**config.mk**
```make
export PLATFORM = sky130hd
export DESIGN_NAME = reb_resonant_edge_burst_ctrl
export DESIGN_NICKNAME = d
export VERILOG_FILES = /design/src/reb_pkg.sv /design/src/reb_edge_place.sv /design/src/reb_resonant_edge_burst_ctrl.sv
export SDC_FILE = /design/constraint.sdc
export NUM_CORES = 1
export LEC_CHECK = 0
export ABC_CLOCK_PERIOD_IN_PS = 16850
export BUFFER_PORTS_ARGS = -buffer_cell sky130_fd_sc_hd__buf_2
export CAP_MARGIN = 20
export CORE_UTILIZATION = 42
export CTS_BUF_LIST = sky130_fd_sc_hd__clkbuf_8 sky130_fd_sc_hd__clkbuf_16
export DETAILED_ROUTE_END_ITERATION = 8
export SYNTH_ARGS = -nofsm -noshare
export SYNTH_HDL_FRONTEND = slang
export SYNTH_SLANG_ARGS = --single-unit
```
**constraint.sdc**
```tcl
create_clock -name clk -period 16.85 [get_ports clk]
set_clock_uncertainty 0.15 [all_clocks]
set_input_delay 2.5275 -clock clk [delete_from_list [all_inputs] [get_ports clk]]
set_output_delay 2.5275 -clock clk [all_outputs]
set_load 0.02 [all_outputs]
```
**src/reb_pkg.sv**
```systemverilog
// Purpose: Shared constants for the resonant edge and burst timing slice
// Assumes: 100 MHz clock, 5 ns timing steps, AXI4-Lite register access
// Notes:   Printed offsets are register indexes; byte address is 4x
package reb_pkg;
  ////////////////////////////////////////////////////////////////////////////
  // Register indexes and byte addresses
  localparam logic [9:0] IDX_FREQ_HI = 10'h046; // Min cycle, upper 8 bits
  localparam logic [9:0] IDX_FREQ_LO = 10'h048; // Min cycle, low nibble
  localparam logic [9:0] IDX_RISE = 10'h049; // Third output rise offset
  localparam logic [9:0] IDX_BURST = 10'h04a; // Burst control
  localparam logic [9:0] IDX_STATUS = 10'h080; // Live state readback
  localparam logic [11:0] ADDR_FREQ_HI = {IDX_FREQ_HI, 2'b00};
  localparam logic [11:0] ADDR_FREQ_LO = {IDX_FREQ_LO, 2'b00};
  localparam logic [11:0] ADDR_RISE = {IDX_RISE, 2'b00};
  localparam logic [11:0] ADDR_BURST = {IDX_BURST, 2'b00};
  localparam logic [11:0] ADDR_STATUS = {IDX_STATUS, 2'b00};
  ////////////////////////////////////////////////////////////////////////////
  // Reset values
  localparam logic [7:0] RST_FREQ_HI = 8'h00;
  localparam logic [7:0] RST_FREQ_LO = 8'h00;
  localparam logic [7:0] RST_RISE = 8'h00;
  localparam logic [7:0] RST_BURST = 8'h00;
  ////////////////////////////////////////////////////////////////////////////
  // Field positions
  localparam int FREQ_LO_MSB = 7; // Low nibble of min cycle
  localparam int FREQ_LO_LSB = 4;
  localparam int BURST_EN_MSB = 7; // Burst enable field
  localparam int BURST_EN_LSB = 6;
  localparam int BURST_OFS_MSB = 5; // Burst offset field
  localparam int BURST_OFS_LSB = 0;
  localparam int BURST_OFS_SHIFT = 4; // Offset weight against min cycle
  ////////////////////////////////////////////////////////////////////////////
  // Burst enable encodings
  typedef enum logic [1:0] {
    BURST_OFF0 = 2'b00,
    BURST_NORMAL = 2'b01,
    BURST_OFF1 = 2'b10,
    BURST_ALWAYS = 2'b11
  } reb_burst_t;
  ////////////////////////////////////////////////////////////////////////////
  // Timing
  localparam int STEP_PS = 5000; // One setting step, 5 ns
  localparam int CLK_PS = 10000; // Clock period, 10 ns
  localparam logic [13:0] UNITS_PER_CLK = 14'(CLK_PS / STEP_PS);
  localparam logic [8:0] RANGE_WRAP = 9'h100; // Upper-half base of 256
  ////////////////////////////////////////////////////////////////////////////
  // AXI responses
  localparam logic [1:0] RESP_OKAY = 2'b00;
  localparam logic [1:0] RESP_SLVERR = 2'b10;
endpackage : reb_pkg

```
**src/reb_edge_place.sv**
```systemverilog
// Purpose: Rising-edge position of the third gate output within a cycle
// Assumes: Period and setting are stable between cycle boundaries
// Notes:   Result is in 5 ns units, clamped into the cycle
`timescale 1ns/1ps
module reb_edge_place (
  input wire logic clk,
  input wire logic reset_n,
  input wire logic [11:0] period, // Active cycle length, 5 ns units
  input wire logic [7:0] setting, // Rise offset setting
  output logic [13:0] risePos // Rise point from cycle start
);
  import reb_pkg::*;

  ////////////////////////////////////////////////////////////////////////////
  // Signed position arithmetic, one spare bit against overflow
  logic signed [14:0] midPoint; // Cycle midpoint
  logic signed [14:0] shift; // Signed offset in steps
  logic signed [14:0] rawPos; // Unclamped rise point

  // Decode the setting: low half trails, high half leads the midpoint
  always_comb begin
    midPoint = 15'(period >> 1);
    if (!setting[7]) begin
      shift = 15'(setting);
    end else begin
      shift = -15'(RANGE_WRAP - 9'(setting));
    end
    rawPos = midPoint + shift;
  end

  // Clamp into the cycle so an oversized lead cannot wrap round
  always_ff @(posedge clk) begin
    if (!reset_n) begin
      risePos <= 14'h0000;
    end else if (rawPos < 0) begin
      risePos <= 14'h0000;
    end else if (rawPos > 15'(period)) begin
      risePos <= 14'(period);
    end else begin
      risePos <= 14'(rawPos);
    end
  end

  a_trail_place: assert property (@(posedge clk) disable iff (!reset_n)
    !setting[7] && 15'(period >> 1) + 15'(setting) <= 15'(period)
    |=> risePos == 14'($past(period) >> 1) + 14'($past(setting)))
    else $error("Trailing rise point wrong");
  a_lead_place: assert property (@(posedge clk) disable iff (!reset_n)
    setting[7] && 15'(period >> 1) >= 15'(RANGE_WRAP - 9'(setting))
    |=> risePos == 14'($past(period) >> 1)
        - 14'(RANGE_WRAP - 9'($past(setting))))
    else $error("Leading rise point wrong");
endmodule : reb_edge_place

```
**src/reb_resonant_edge_burst_ctrl.sv**
```systemverilog
// Purpose: Resonant third-output rise placement and burst-mode control
// Assumes: loopPeriod and softStart come from logic on the same clock
// Notes:   Registers over AXI4-Lite; settings take effect per cycle
//
// Added by the designer: the AXI4-Lite register port.
`timescale 1ns/1ps
module reb_resonant_edge_burst_ctrl (
  input wire logic clk,
  input wire logic reset_n,
  input wire logic [11:0] loopPeriod, // Requested cycle, 5 ns units
  input wire logic softStart, // High while soft start runs
  input wire logic [11:0] s_axi_awaddr,
  input wire logic s_axi_awvalid,
  output logic s_axi_awready,
  input wire logic [31:0] s_axi_wdata,
  input wire logic [3:0] s_axi_wstrb,
  input wire logic s_axi_wvalid,
  output logic s_axi_wready,
  output logic [1:0] s_axi_bresp,
  output logic s_axi_bvalid,
  input wire logic s_axi_bready,
  input wire logic [11:0] s_axi_araddr,
  input wire logic s_axi_arvalid,
  output logic s_axi_arready,
  output logic [31:0] s_axi_rdata,
  output logic [1:0] s_axi_rresp,
  output logic s_axi_rvalid,
  input wire logic s_axi_rready,
  output logic third_gate_output, // Gate drive of the third switch
  output logic burstActive, // Burst mode holding the stage off
  output logic cycleStart // Pulse on first clock of each cycle
);
  import reb_pkg::*;

  ////////////////////////////////////////////////////////////////////////////
  // Software registers
  logic [7:0] freqHi; // Min cycle upper byte
  logic [7:0] freqLo; // Min cycle low nibble in top bits
  logic [7:0] third_rise_offset; // Rise offset setting
  logic [7:0] burstCtrl; // Burst enable and offset
  // Bus holding state
  logic [11:0] awAddr; // Captured write address
  logic awHeld; // Write address waiting
  logic [31:0] wData; // Captured write data
  logic [3:0] wStrb; // Captured strobes
  logic wHeld; // Write data waiting
  // Cycle-boundary shadows
  logic [11:0] activePeriod; // Period used by the running cycle
  logic [7:0] liveRise; // Rise setting used by the running cycle
  logic [13:0] pos; // Position in cycle, 5 ns units
  logic [13:0] risePos; // Rise point from placement unit
  logic cycleEnd; // Last clock of the cycle

  // Known address test, used by the write response path only
  function automatic logic isMapped(input logic [11:0] a);
    isMapped = (a == ADDR_FREQ_HI) || (a == ADDR_FREQ_LO) ||
               (a == ADDR_RISE) || (a == ADDR_BURST);
  endfunction : isMapped

  // Twelve-bit minimum cycle from the two limit registers
  function automatic logic [11:0] minCycle(input logic [7:0] hi,
                                           input logic [7:0] lo);
    minCycle = {hi, lo[FREQ_LO_MSB:FREQ_LO_LSB]};
  endfunction : minCycle

  ////////////////////////////////////////////////////////////////////////////
  // Write channel capture; address and data may come in either order
  always_ff @(posedge clk) begin
    if (!reset_n) begin
      awHeld <= 1'b0;
      awAddr <= 12'h000;
    end else if (s_axi_awvalid && s_axi_awready) begin
      awHeld <= 1'b1;
      awAddr <= s_axi_awaddr;
    end else if (awHeld && wHeld && !s_axi_bvalid) begin
      awHeld <= 1'b0; // Consumed by the write
    end
  end

  always_ff @(posedge clk) begin
    if (!reset_n) begin
      wHeld <= 1'b0;
      wData <= 32'h0000_0000;
      wStrb <= 4'h0;
    end else if (s_axi_wvalid && s_axi_wready) begin
      wHeld <= 1'b1;
      wData <= s_axi_wdata;
      wStrb <= s_axi_wstrb;
    end else if (awHeld && wHeld && !s_axi_bvalid) begin
      wHeld <= 1'b0;
    end
  end

  // Ready is registered and drops once a beat is held
  always_ff @(posedge clk) begin
    if (!reset_n) begin
      s_axi_awready <= 1'b0;
      s_axi_wready <= 1'b0;
    end else begin
      s_axi_awready <= !awHeld && !(s_axi_awvalid && s_axi_awready);
      s_axi_wready <= !wHeld && !(s_axi_wvalid && s_axi_wready);
    end
  end

  // Response once both halves are held; unmapped gives SLVERR
  always_ff @(posedge clk) begin
    if (!reset_n) begin
      s_axi_bvalid <= 1'b0;
      s_axi_bresp <= RESP_OKAY;
    end else if (awHeld && wHeld && !s_axi_bvalid) begin
      s_axi_bvalid <= 1'b1;
      s_axi_bresp <= isMapped(awAddr) ? RESP_OKAY : RESP_SLVERR;
    end else if (s_axi_bready) begin
      s_axi_bvalid <= 1'b0;
    end
  end

  // Register store; only byte lane 0 carries data
  always_ff @(posedge clk) begin
    if (!reset_n) begin
      freqHi <= RST_FREQ_HI;
      freqLo <= RST_FREQ_LO;
      third_rise_offset <= RST_RISE;
      burstCtrl <= RST_BURST;
    end else if (awHeld && wHeld && !s_axi_bvalid && wStrb[0]) begin
      case (awAddr)
        ADDR_FREQ_HI: freqHi <= wData[7:0];
        ADDR_FREQ_LO: freqLo <= wData[7:0];
        ADDR_RISE: third_rise_offset <= wData[7:0];
        ADDR_BURST: burstCtrl <= wData[7:0];
        default: ; // Unmapped, nothing stored
      endcase
    end
  end

  ////////////////////////////////////////////////////////////////////////////
  // Read channel: one read in flight, data registered
  always_ff @(posedge clk) begin
    if (!reset_n) begin
      s_axi_arready <= 1'b0;
      s_axi_rvalid <= 1'b0;
      s_axi_rdata <= 32'h0000_0000;
      s_axi_rresp <= RESP_OKAY;
    end else if (s_axi_arvalid && s_axi_arready) begin
      s_axi_arready <= 1'b0;
      s_axi_rvalid <= 1'b1;
      s_axi_rresp <= RESP_OKAY;
      case (s_axi_araddr)
        ADDR_FREQ_HI: s_axi_rdata <= {24'h000000, freqHi};
        ADDR_FREQ_LO: s_axi_rdata <= {24'h000000, freqLo};
        ADDR_RISE: s_axi_rdata <= {24'h000000, third_rise_offset};
        ADDR_BURST: s_axi_rdata <= {24'h000000, burstCtrl};
        ADDR_STATUS: s_axi_rdata <= {16'h0000, burstActive,
                                     third_gate_output, 2'b00,
                                     activePeriod};
        default: begin
          s_axi_rdata <= 32'h0000_0000;
          s_axi_rresp <= RESP_SLVERR;
        end
      endcase
    end else if (s_axi_rvalid) begin
      if (s_axi_rready) begin
        s_axi_rvalid <= 1'b0;
      end
    end else begin
      s_axi_arready <= 1'b1;
    end
  end

  ////////////////////////////////////////////////////////////////////////////
  // Cycle timebase; counts 5 ns units, two per clock
  assign cycleEnd = (pos + UNITS_PER_CLK) >= 14'(activePeriod);

  always_ff @(posedge clk) begin
    if (!reset_n) begin
      pos <= 14'h0000;
      cycleStart <= 1'b0;
    end else if (cycleEnd) begin
      pos <= 14'h0000;
      cycleStart <= 1'b1;
    end else begin
      pos <= pos + UNITS_PER_CLK;
      cycleStart <= 1'b0;
    end
  end

  // Period of the coming cycle; the frequency ceiling clamps the request
  logic [11:0] nextPeriod; // Period loaded at the next wrap
  assign nextPeriod = (loopPeriod < minCycle(freqHi, freqLo)) ?
                      minCycle(freqHi, freqLo) : loopPeriod;

  // Shadows load only at the wrap so a cycle never mixes settings
  always_ff @(posedge clk) begin
    if (!reset_n) begin
      activePeriod <= 12'h000;
      liveRise <= RST_RISE;
    end else if (cycleEnd) begin
      liveRise <= third_rise_offset;
      activePeriod <= nextPeriod;
    end
  end

  // At the wrap the placement unit already sees the coming cycle's values,
  // so the first clock of a cycle never compares against a stale rise point
  logic [11:0] placePeriod; // Period fed to placement
  logic [7:0] placeRise; // Setting fed to placement
  assign placePeriod = cycleEnd ? nextPeriod : activePeriod;
  assign placeRise = cycleEnd ? third_rise_offset : liveRise;

  // Placement unit sees only values of the running or coming cycle
  reb_edge_place u_place (
    .clk(clk),
    .reset_n(reset_n),
    .period(placePeriod),
    .setting(placeRise),
    .risePos(risePos)
  );

  ////////////////////////////////////////////////////////////////////////////
  // Burst decision, re-taken at each boundary
  logic burstAllowed; // Enable field against soft-start state
  logic [12:0] burstThresh; // Entry threshold, 5 ns units
  always_comb begin
    case (reb_burst_t'(burstCtrl[BURST_EN_MSB:BURST_EN_LSB]))
      BURST_NORMAL: burstAllowed = !softStart;
      BURST_ALWAYS: burstAllowed = 1'b1;
      default: burstAllowed = 1'b0;
    endcase
    burstThresh = 13'(minCycle(freqHi, freqLo)) +
      13'({burstCtrl[BURST_OFS_MSB:BURST_OFS_LSB], 4'h0});
  end

  always_ff @(posedge clk) begin
    if (!reset_n) begin
      burstActive <= 1'b0;
    end else if (cycleEnd) begin
      // Short requested cycle means light load: skip pulses
      burstActive <= burstAllowed && (13'(loopPeriod) <= burstThresh);
    end
  end

  // Gate rises at the placed point, falls at the wrap
  always_ff @(posedge clk) begin
    if (!reset_n) begin
      third_gate_output <= 1'b0;
    end else if (cycleEnd || burstActive) begin
      third_gate_output <= 1'b0;
    end else begin
      third_gate_output <= pos >= risePos;
    end
  end

  ////////////////////////////////////////////////////////////////////////////
  a_shadow_hold: assert property (@(posedge clk) disable iff (!reset_n)
    !$past(cycleEnd) |-> $stable(liveRise) && $stable(activePeriod))
    else $error("Setting changed inside a cycle");
  a_burst_off: assert property (@(posedge clk) disable iff (!reset_n)
    cycleEnd && !burstCtrl[BURST_EN_LSB] |=> !burstActive)
    else $error("Burst entered while disabled");
  a_burst_soft: assert property (@(posedge clk) disable iff (!reset_n)
    cycleEnd && softStart && burstCtrl[7:6] == BURST_NORMAL
    |=> !burstActive)
    else $error("Burst entered during soft start");
  a_burst_enter: assert property (@(posedge clk) disable iff (!reset_n)
    cycleEnd && burstCtrl[7:6] == BURST_ALWAYS &&
    13'(loopPeriod) <= burstThresh |=> burstActive)
    else $error("Burst not entered below threshold");
  a_min_cycle: assert property (@(posedge clk) disable iff (!reset_n)
    cycleEnd |=> activePeriod >= {$past(freqHi), $past(freqLo[7:4])})
    else $error("Cycle shorter than limit");
  a_step_rate: assert property (@(posedge clk) disable iff (!reset_n)
    !cycleEnd |=> pos == $past(pos) + 14'd2)
    else $error("Timebase not 5 ns per unit");
  a_gate_rise: assert property (@(posedge clk) disable iff (!reset_n)
    !cycleEnd && !burstActive && pos >= risePos
    |=> third_gate_output)
    else $error("Gate missed its rise point");
  a_gate_early: assert property (@(posedge clk) disable iff (!reset_n)
    pos < risePos |=> !third_gate_output)
    else $error("Gate rose before its point");
endmodule : reb_resonant_edge_burst_ctrl

```
# Word-level counts from Yosys, hierarchy flattened
# Cells that the tools add are included.
op_classes:
  add_sub_neg: 5
  n_lt_le_gt_ge: 6
  eq_ne: 11
  muxes: 18
  n_bitwise: 1
  reduce_logical: 32
op_table:
  columns: ["cell", "n"]
  rows:
  - ["$eq A12 B9 Y1 const B", 8]
  - ["$pmux W16 S5", 1]
  - ["$mux W12", 3]
  - ["$add A12 B15 Y15", 1]
  - ["$gt A15 B12 Y1", 1]
  - ["$lt A15 B1 Y1 const B", 1]
  - ["$mux W15", 1]
  - ["$neg A15 Y15", 1]
  - ["$add A14 B2 Y14 const B", 1]
  - ["$ge A14 B12 Y1", 1]
  - ["$ge A14 B14 Y1", 1]
  - ["$add A12 B10 Y13", 1]
  - ["$le A12 B13 Y1", 1]
  - ["$eq A12 B10 Y1 const B", 1]
  - ["$lt A12 B12 Y1", 1]
  - ["$sub A9 B8 Y10 const A", 1]
  - ["$logic_and A1 B1 Y1", 9]
  - ["$mux W1", 9]
  - ["$mux W8", 1]
  - ["$reduce_and A2 Y1", 4]
  - ["$reduce_or A2 Y1", 4]
  - ["$logic_not A1 Y1", 6]
  - ["$reduce_bool A2 Y1", 3]
  - ["$reduce_or A5 Y1", 1]
  - ["other kinds (7)", 11]
totals:
  register_bits: 147
  in_bits: 80
  output_inout_bits: 44

# Logic depth before layout (Yosys ltp)
depth:
  depth_word: 9
  ltp_mapped: 39
  depth_no_buf: 36

# Hierarchy
# Synthesis repeated with hierarchy kept, for this count alone.
unflattened:
  hier_cells: 952
  hier_area_um2: 8149.1
by_module_without_submodules:
  columns: ["module", "instances", "cells_per_inst", "area_per_inst_um2"]
  rows:
  - ["reb_resonant_edge_burst_ctrl", 1, 736, 6406.1]
  - ["reb_edge_place", 1, 216, 1742.9]

# Worst setup path after synthesis
# Ideal clock, no wire load.
synth_path:
  path_type: "input -> register"
  from: "input port loopPeriod[1]"
  to: "register u_place.risePos[10]"
  setup_time_ns: 0.124
  t_arrival_ns: 7.599
  slack_ns: 8.976
  stages: 28
  path_buffers: 2
  path_cell_list: "ha_1 -> nor2b_1 -> o21a_1 -> o21a_1 -> o211ai_1 -> a21oi_1 -> o211ai_1 -> clkbuf_1 -> nand3_1 -> a31oi_1 -> inv_1 -> fa_1 -> nor2b_1 -> o21a_1 -> o21ai_0 -> a2111oi_0 -> or2_2 -> o21a_1 -> nor2_1 -> ha_1 -> nand4_1 -> o32a_1 -> o21ai_0 -> o211ai_1 -> o2bb2ai_4 -> buf_8 -> mux2i_1 -> nor2_1"
synth_between:
  elab_chain_cells: 6
  elab_cells_between_ends: 8
  classes_between: "add/sub (1); order compare (3); mux (3); reduce/logical (1)"
synth_lines:
  columns: ["element", "line_no", "source"]
  rows:
  - ["start, declared", "reb_resonant_edge_burst_ctrl.sv:10", "input wire logic [11:0] loopPeriod,"]
  - ["$lt A12 B12 Y1 *", "reb_resonant_edge_burst_ctrl.sv:189", "assign nextPeriod = (loopPeriod < minCycle(freqHi, freqLo)) ?"]
  - ["$mux W12 *", "reb_resonant_edge_burst_ctrl.sv:189", null]
  - ["$mux W12 *", null, null]
  - ["via placePeriod[2]", "reb_resonant_edge_burst_ctrl.sv:205", "logic [11:0] placePeriod;"]
  - ["$add A12 B15 Y15", "reb_edge_place.sv:28", "rawPos = midPoint + shift;"]
  - ["$gt A15 B12 Y1 or $lt A15 B1 Y1 (tied branches)", "reb_edge_place.sv:37, reb_edge_place.sv:35", null]
  - ["$mux W12 or $reduce_or A2 Y1 (tied branches)", null, null]
  - ["end signal, assigned", "reb_edge_place.sv:38", "risePos <= 14'(period);"]
  - ["end signal, assigned", "reb_edge_place.sv:40", "risePos <= 14'(rawPos);"]
  - ["end, declared", "reb_edge_place.sv:10", "output logic [13:0] risePos"]
# The timed path passes the listed nets; every way through them passes the cells marked *.
# A chain may end at the register's enable or synchronous reset.

# Final worst setup path
layout_path:
  from: "input port loopPeriod[1]"
  to: "register u_place.risePos[2]"
# Same word-level chain as after synthesis.

==> results by group <==
Clocking
  – Clk_lat worst skew: around 0.42 ns
  – CTS sink cnt: around 130
  – CTS tree: built
  – Root Driver: clkbuf_16
  – Clock-pin transition on the worst setup and hold timing paths: around 0.060 ns
  – Cts hold-fix bufs: 0
  – Post-CTS Setup Bufs: 0
  – TritonCTS buffer count: 17
  – H-tree levels: 4
  – Maximum buffer depth of the clock tree: 2
  – Resized cells post-CTS: 0

Synth
  – Post-synth EDFFs: 0
  – Synth area leaders: dfxtp_1, ha_1, nand2_1
  – Leading area contributor after synthesis: dfxtp_1
  – Netlist cell types: 80
  – Asr flop ratio synth: 0
  – Synth top cells by count: dfxtp_1, nand2_1, ha_1, inv_1, a21boi_0
  – Sequential share of the synthesized area: 0.310
  – Post-synth design cell area: 8130 µm²
  – Post-synthesis register bit count: 126
  – Most common cell in the synthesized netlist: dfxtp_1
  – Synth Flop Type: dfxtp_1
  – Post-Syn Instances: roughly 950
  – Post-synth top area share: 0.310
  – Yosys warnings: 0
  – Syn_area_per_cell: 8.58 µm²

Worst setup path
  – R2R Path End: u_place.risePos[2]
  – CP Data Arrival Time: around 9 ns
  – Worst setup SP type: primary input
  – Start of the worst register-to-register path: pos[1]
  – CP max FO: 12
  – Data required time of the critical path: approximately 17 ns
  – Reg2Reg Setup Slack: approximately 8.1 ns
  – Critical path type: primary input to flip-flop
  – R2R depth: 33
  – Critical Path Sink Type: flip-flop

Min path
  – Hold endpoint: s_axi_rdata[15]
  – Hold crit path type: flip-flop to flip-flop
  – Hold Crit Depth: 2
  – Hold path start: s_axi_rdata[15]

STA
  – Final Hold Viols: 0
  – Setup TNS: 0 ns
  – Setup ws final: about 8 ns
  – Peak Freq: roughly 0.11 GHz
  – Max Slew Vio Count: 0
  – Final Cycle Share: 0.526
  – Final setup violating endpoints: 0
  – Worst-Margin Slew: between 0.9 and 1 ns
  – RSZ-0062 raised after global routing: false
  – Fin crit period: just under 9 ns
  – Slew headroom: 0.370

Finish
  – Nets@finish: ~1.2k
  – Syn-to-layout area delta: 14.2%
  – Ant. Diodes: 0
  – Layout cells sized above 1: 0.154
  – Cell area after layout: 9280 µm²

Route
  – Routed Antenna Nets: 0
  – First drt pass iteration count: 7
  – Routed WL per cell: approximately 16 µm
  – DRC: 0
  – WL final: approximately 20000 µm
  – Via count: 6769
  – DR vias/cell: ~5.2
  – DR iter-0 viols: between 400 and 500

Floorplan
  – Core area: 18800 µm²
  – Die ar.: about 20000 µm²
  – Initial Utilization: 0.432
  – Chip height: between 100 and 150 µm
  – Io pins: ~120
  – Rows: 50
  – Die X: between 100 and 150 µm

Place
  – Port Buf Inserts: between 70 and 80
  – Detailed placer's ending HPWL: ~16000 µm
  – Placed cell areas: between 8000 and 9000 µm²
  – Final RePlAce weighted congestion: between 0.8 and 0.9
  – Setup WS pre-CTS: approximately 7.6 ns

Global route
  – Total GRT Usage: 0.212
  – Vias in the first global route: 6393
  – Pin count of the biggest net entering global routing: between 60 and 70
  – Initial antenna violation count: 0
  – Gr ovfl total: 0
  – First-pass GRT wire length: roughly 33000 µm

Pwr
  – PD cells: a little under 90 nW/µm²
  – Max IR drop VDD: 0.0000670 V
  – Leak Pwr: slightly below 4 nW

Job
  – Total of max-cap violations: 0

Status
  – Status: finished, final reports clean
placed cells by master (no fill, tap or decap), drive strengths merged, types with 5 or more instances in the layout:
| master | count |
|---|---|
| a21boi | 46 |
| dfxtp | 126 |
| nor3 | 13 |
| a21oi | 26 |
| mux2i | 38 |
| nor2b | 32 |
| nand2 | 114 |
| nor2 | 42 |
| ha | 77 |
| and2 | 21 |
| xnor2 | 24 |
| a222oi | 8 |
| xor2 | 10 |
| or3 | 5 |
| nor4 | 7 |
| a21o | 9 |
| conb | 24 |
| clkbuf | 20 |
| and3 | 20 |
| nand4 | 11 |
| inv | 73 |
| a22oi | 9 |
| o21ai | 36 |
| nand2b | 10 |
| o211ai | 9 |
| o21a | 21 |
| or2 | 5 |
| nand3 | 36 |
| buf | 84 |
| a31oi | 24 |
final cells by class:
| cell class | instances | area (µm²) |
|---|---|---|
| timing repair buffer | 86 | 453 |
| clock buffer | 18 | 439 |
| tap | 260 | 325 |
| inverter | 64 | 240 |
| sequential | 126 | 2520 |
| multi-input combinational | 724 | 5150 |
| fill | 1819 | 9550 |
| clock inverter | 14 | 144 |
worst max path at each step:
stage / slack, ns / cells after the start / end / startpoint
final: 7.99 / 27 / u_place.risePos[2] / loopPeriod[1]
after CTS: 8.01 / 27 / u_place.risePos[2] / loopPeriod[1]
after global placement: 7.69 / 27 / u_place.risePos[2] / loopPeriod[1]
after floorplan: 8.98 / 28 / u_place.risePos[10] / loopPeriod[1]
after global routing: 7.38 / 33 / u_place.risePos[2] / pos[1]
after detailed placement: 7.60 / 27 / u_place.risePos[2] / loopPeriod[1]
routing by layer:
layer	share of wire	vias to the layer above	routed length, µm	track usage
met1	0.48	3182	9740	0.275
met4	0.0077	0	156	0.0458
met2	0.48	131	9670	0.363
li1	-	3442	-	-
met5	0	-	0	0
met3	0.038	14	777	0.0408
cell families after synthesis:
group,synth area share
simple gates,0.210
compound gates,0.195
flops,0.310
buf+inv,0.0684
fa+ha+maj,0.123
mux,0.0550
xor+xnor,0.0376
other cells,0.000461
worst max-delay path: stages:
cell and delay (ns):
buf_2 0.12, ha_1 0.31, nor2b_1 0.14, o21a_1 0.16, o21a_1 0.18, o211ai_1 0.18
a21oi_1 0.12, o211ai_1 0.77, nand3_1 0.14, a31oi_1 0.45, inv_1 0.17, fa_1 0.48
nor2b_1 0.13, o21a_1 0.14, o21ai_0 0.13, a2111oi_0 0.57, or2_2 0.23, o21a_1 0.13
nor2_1 0.07, ha_1 0.29, nand4_1 0.13, o32a_1 0.35, o21ai_0 0.10, o211ai_1 0.15
o2bb2ai_4 0.45, mux2i_1 0.27, nor2_1 0.07
flip-flops by register name, summed over array words and instances, names as in the netlist, 8 cells and up:
register and count:
activePeriod 12, third_rise_offset 8, burstCtrl 8, wData 8
freqLo 8, s_axi_rdata 14, awAddr 12, freqHi 8
liveRise 8, u_place.risePos 14, pos 13
power breakdown:
| part | switching, mW | internal (mW) |
|---|---|---|
| registers | 0.00945 | 0.311 |
| clock network | 0.149 | 0.212 |
| logic | 0.0746 | 0.0535 |
metrics by stage:
step / hold WS [ns] / instances / total power, mW / utilization
5_1_grt: 0.337 / 1292 / 0.847 / 0.493
3_3_place_gp: 0.299 / 1257 / 0.453 / 0.461
3_5_place_dp: 0.306 / 1258 / 0.455 / 0.461
2_1_floorplan: 0.289 / 970 / 0.424 / -
6_report: 0.310 / 1292 / 0.809 / 0.493
4_1_cts: 0.314 / 1290 / 0.817 / 0.492
Power figures use the tool's default switching activity.
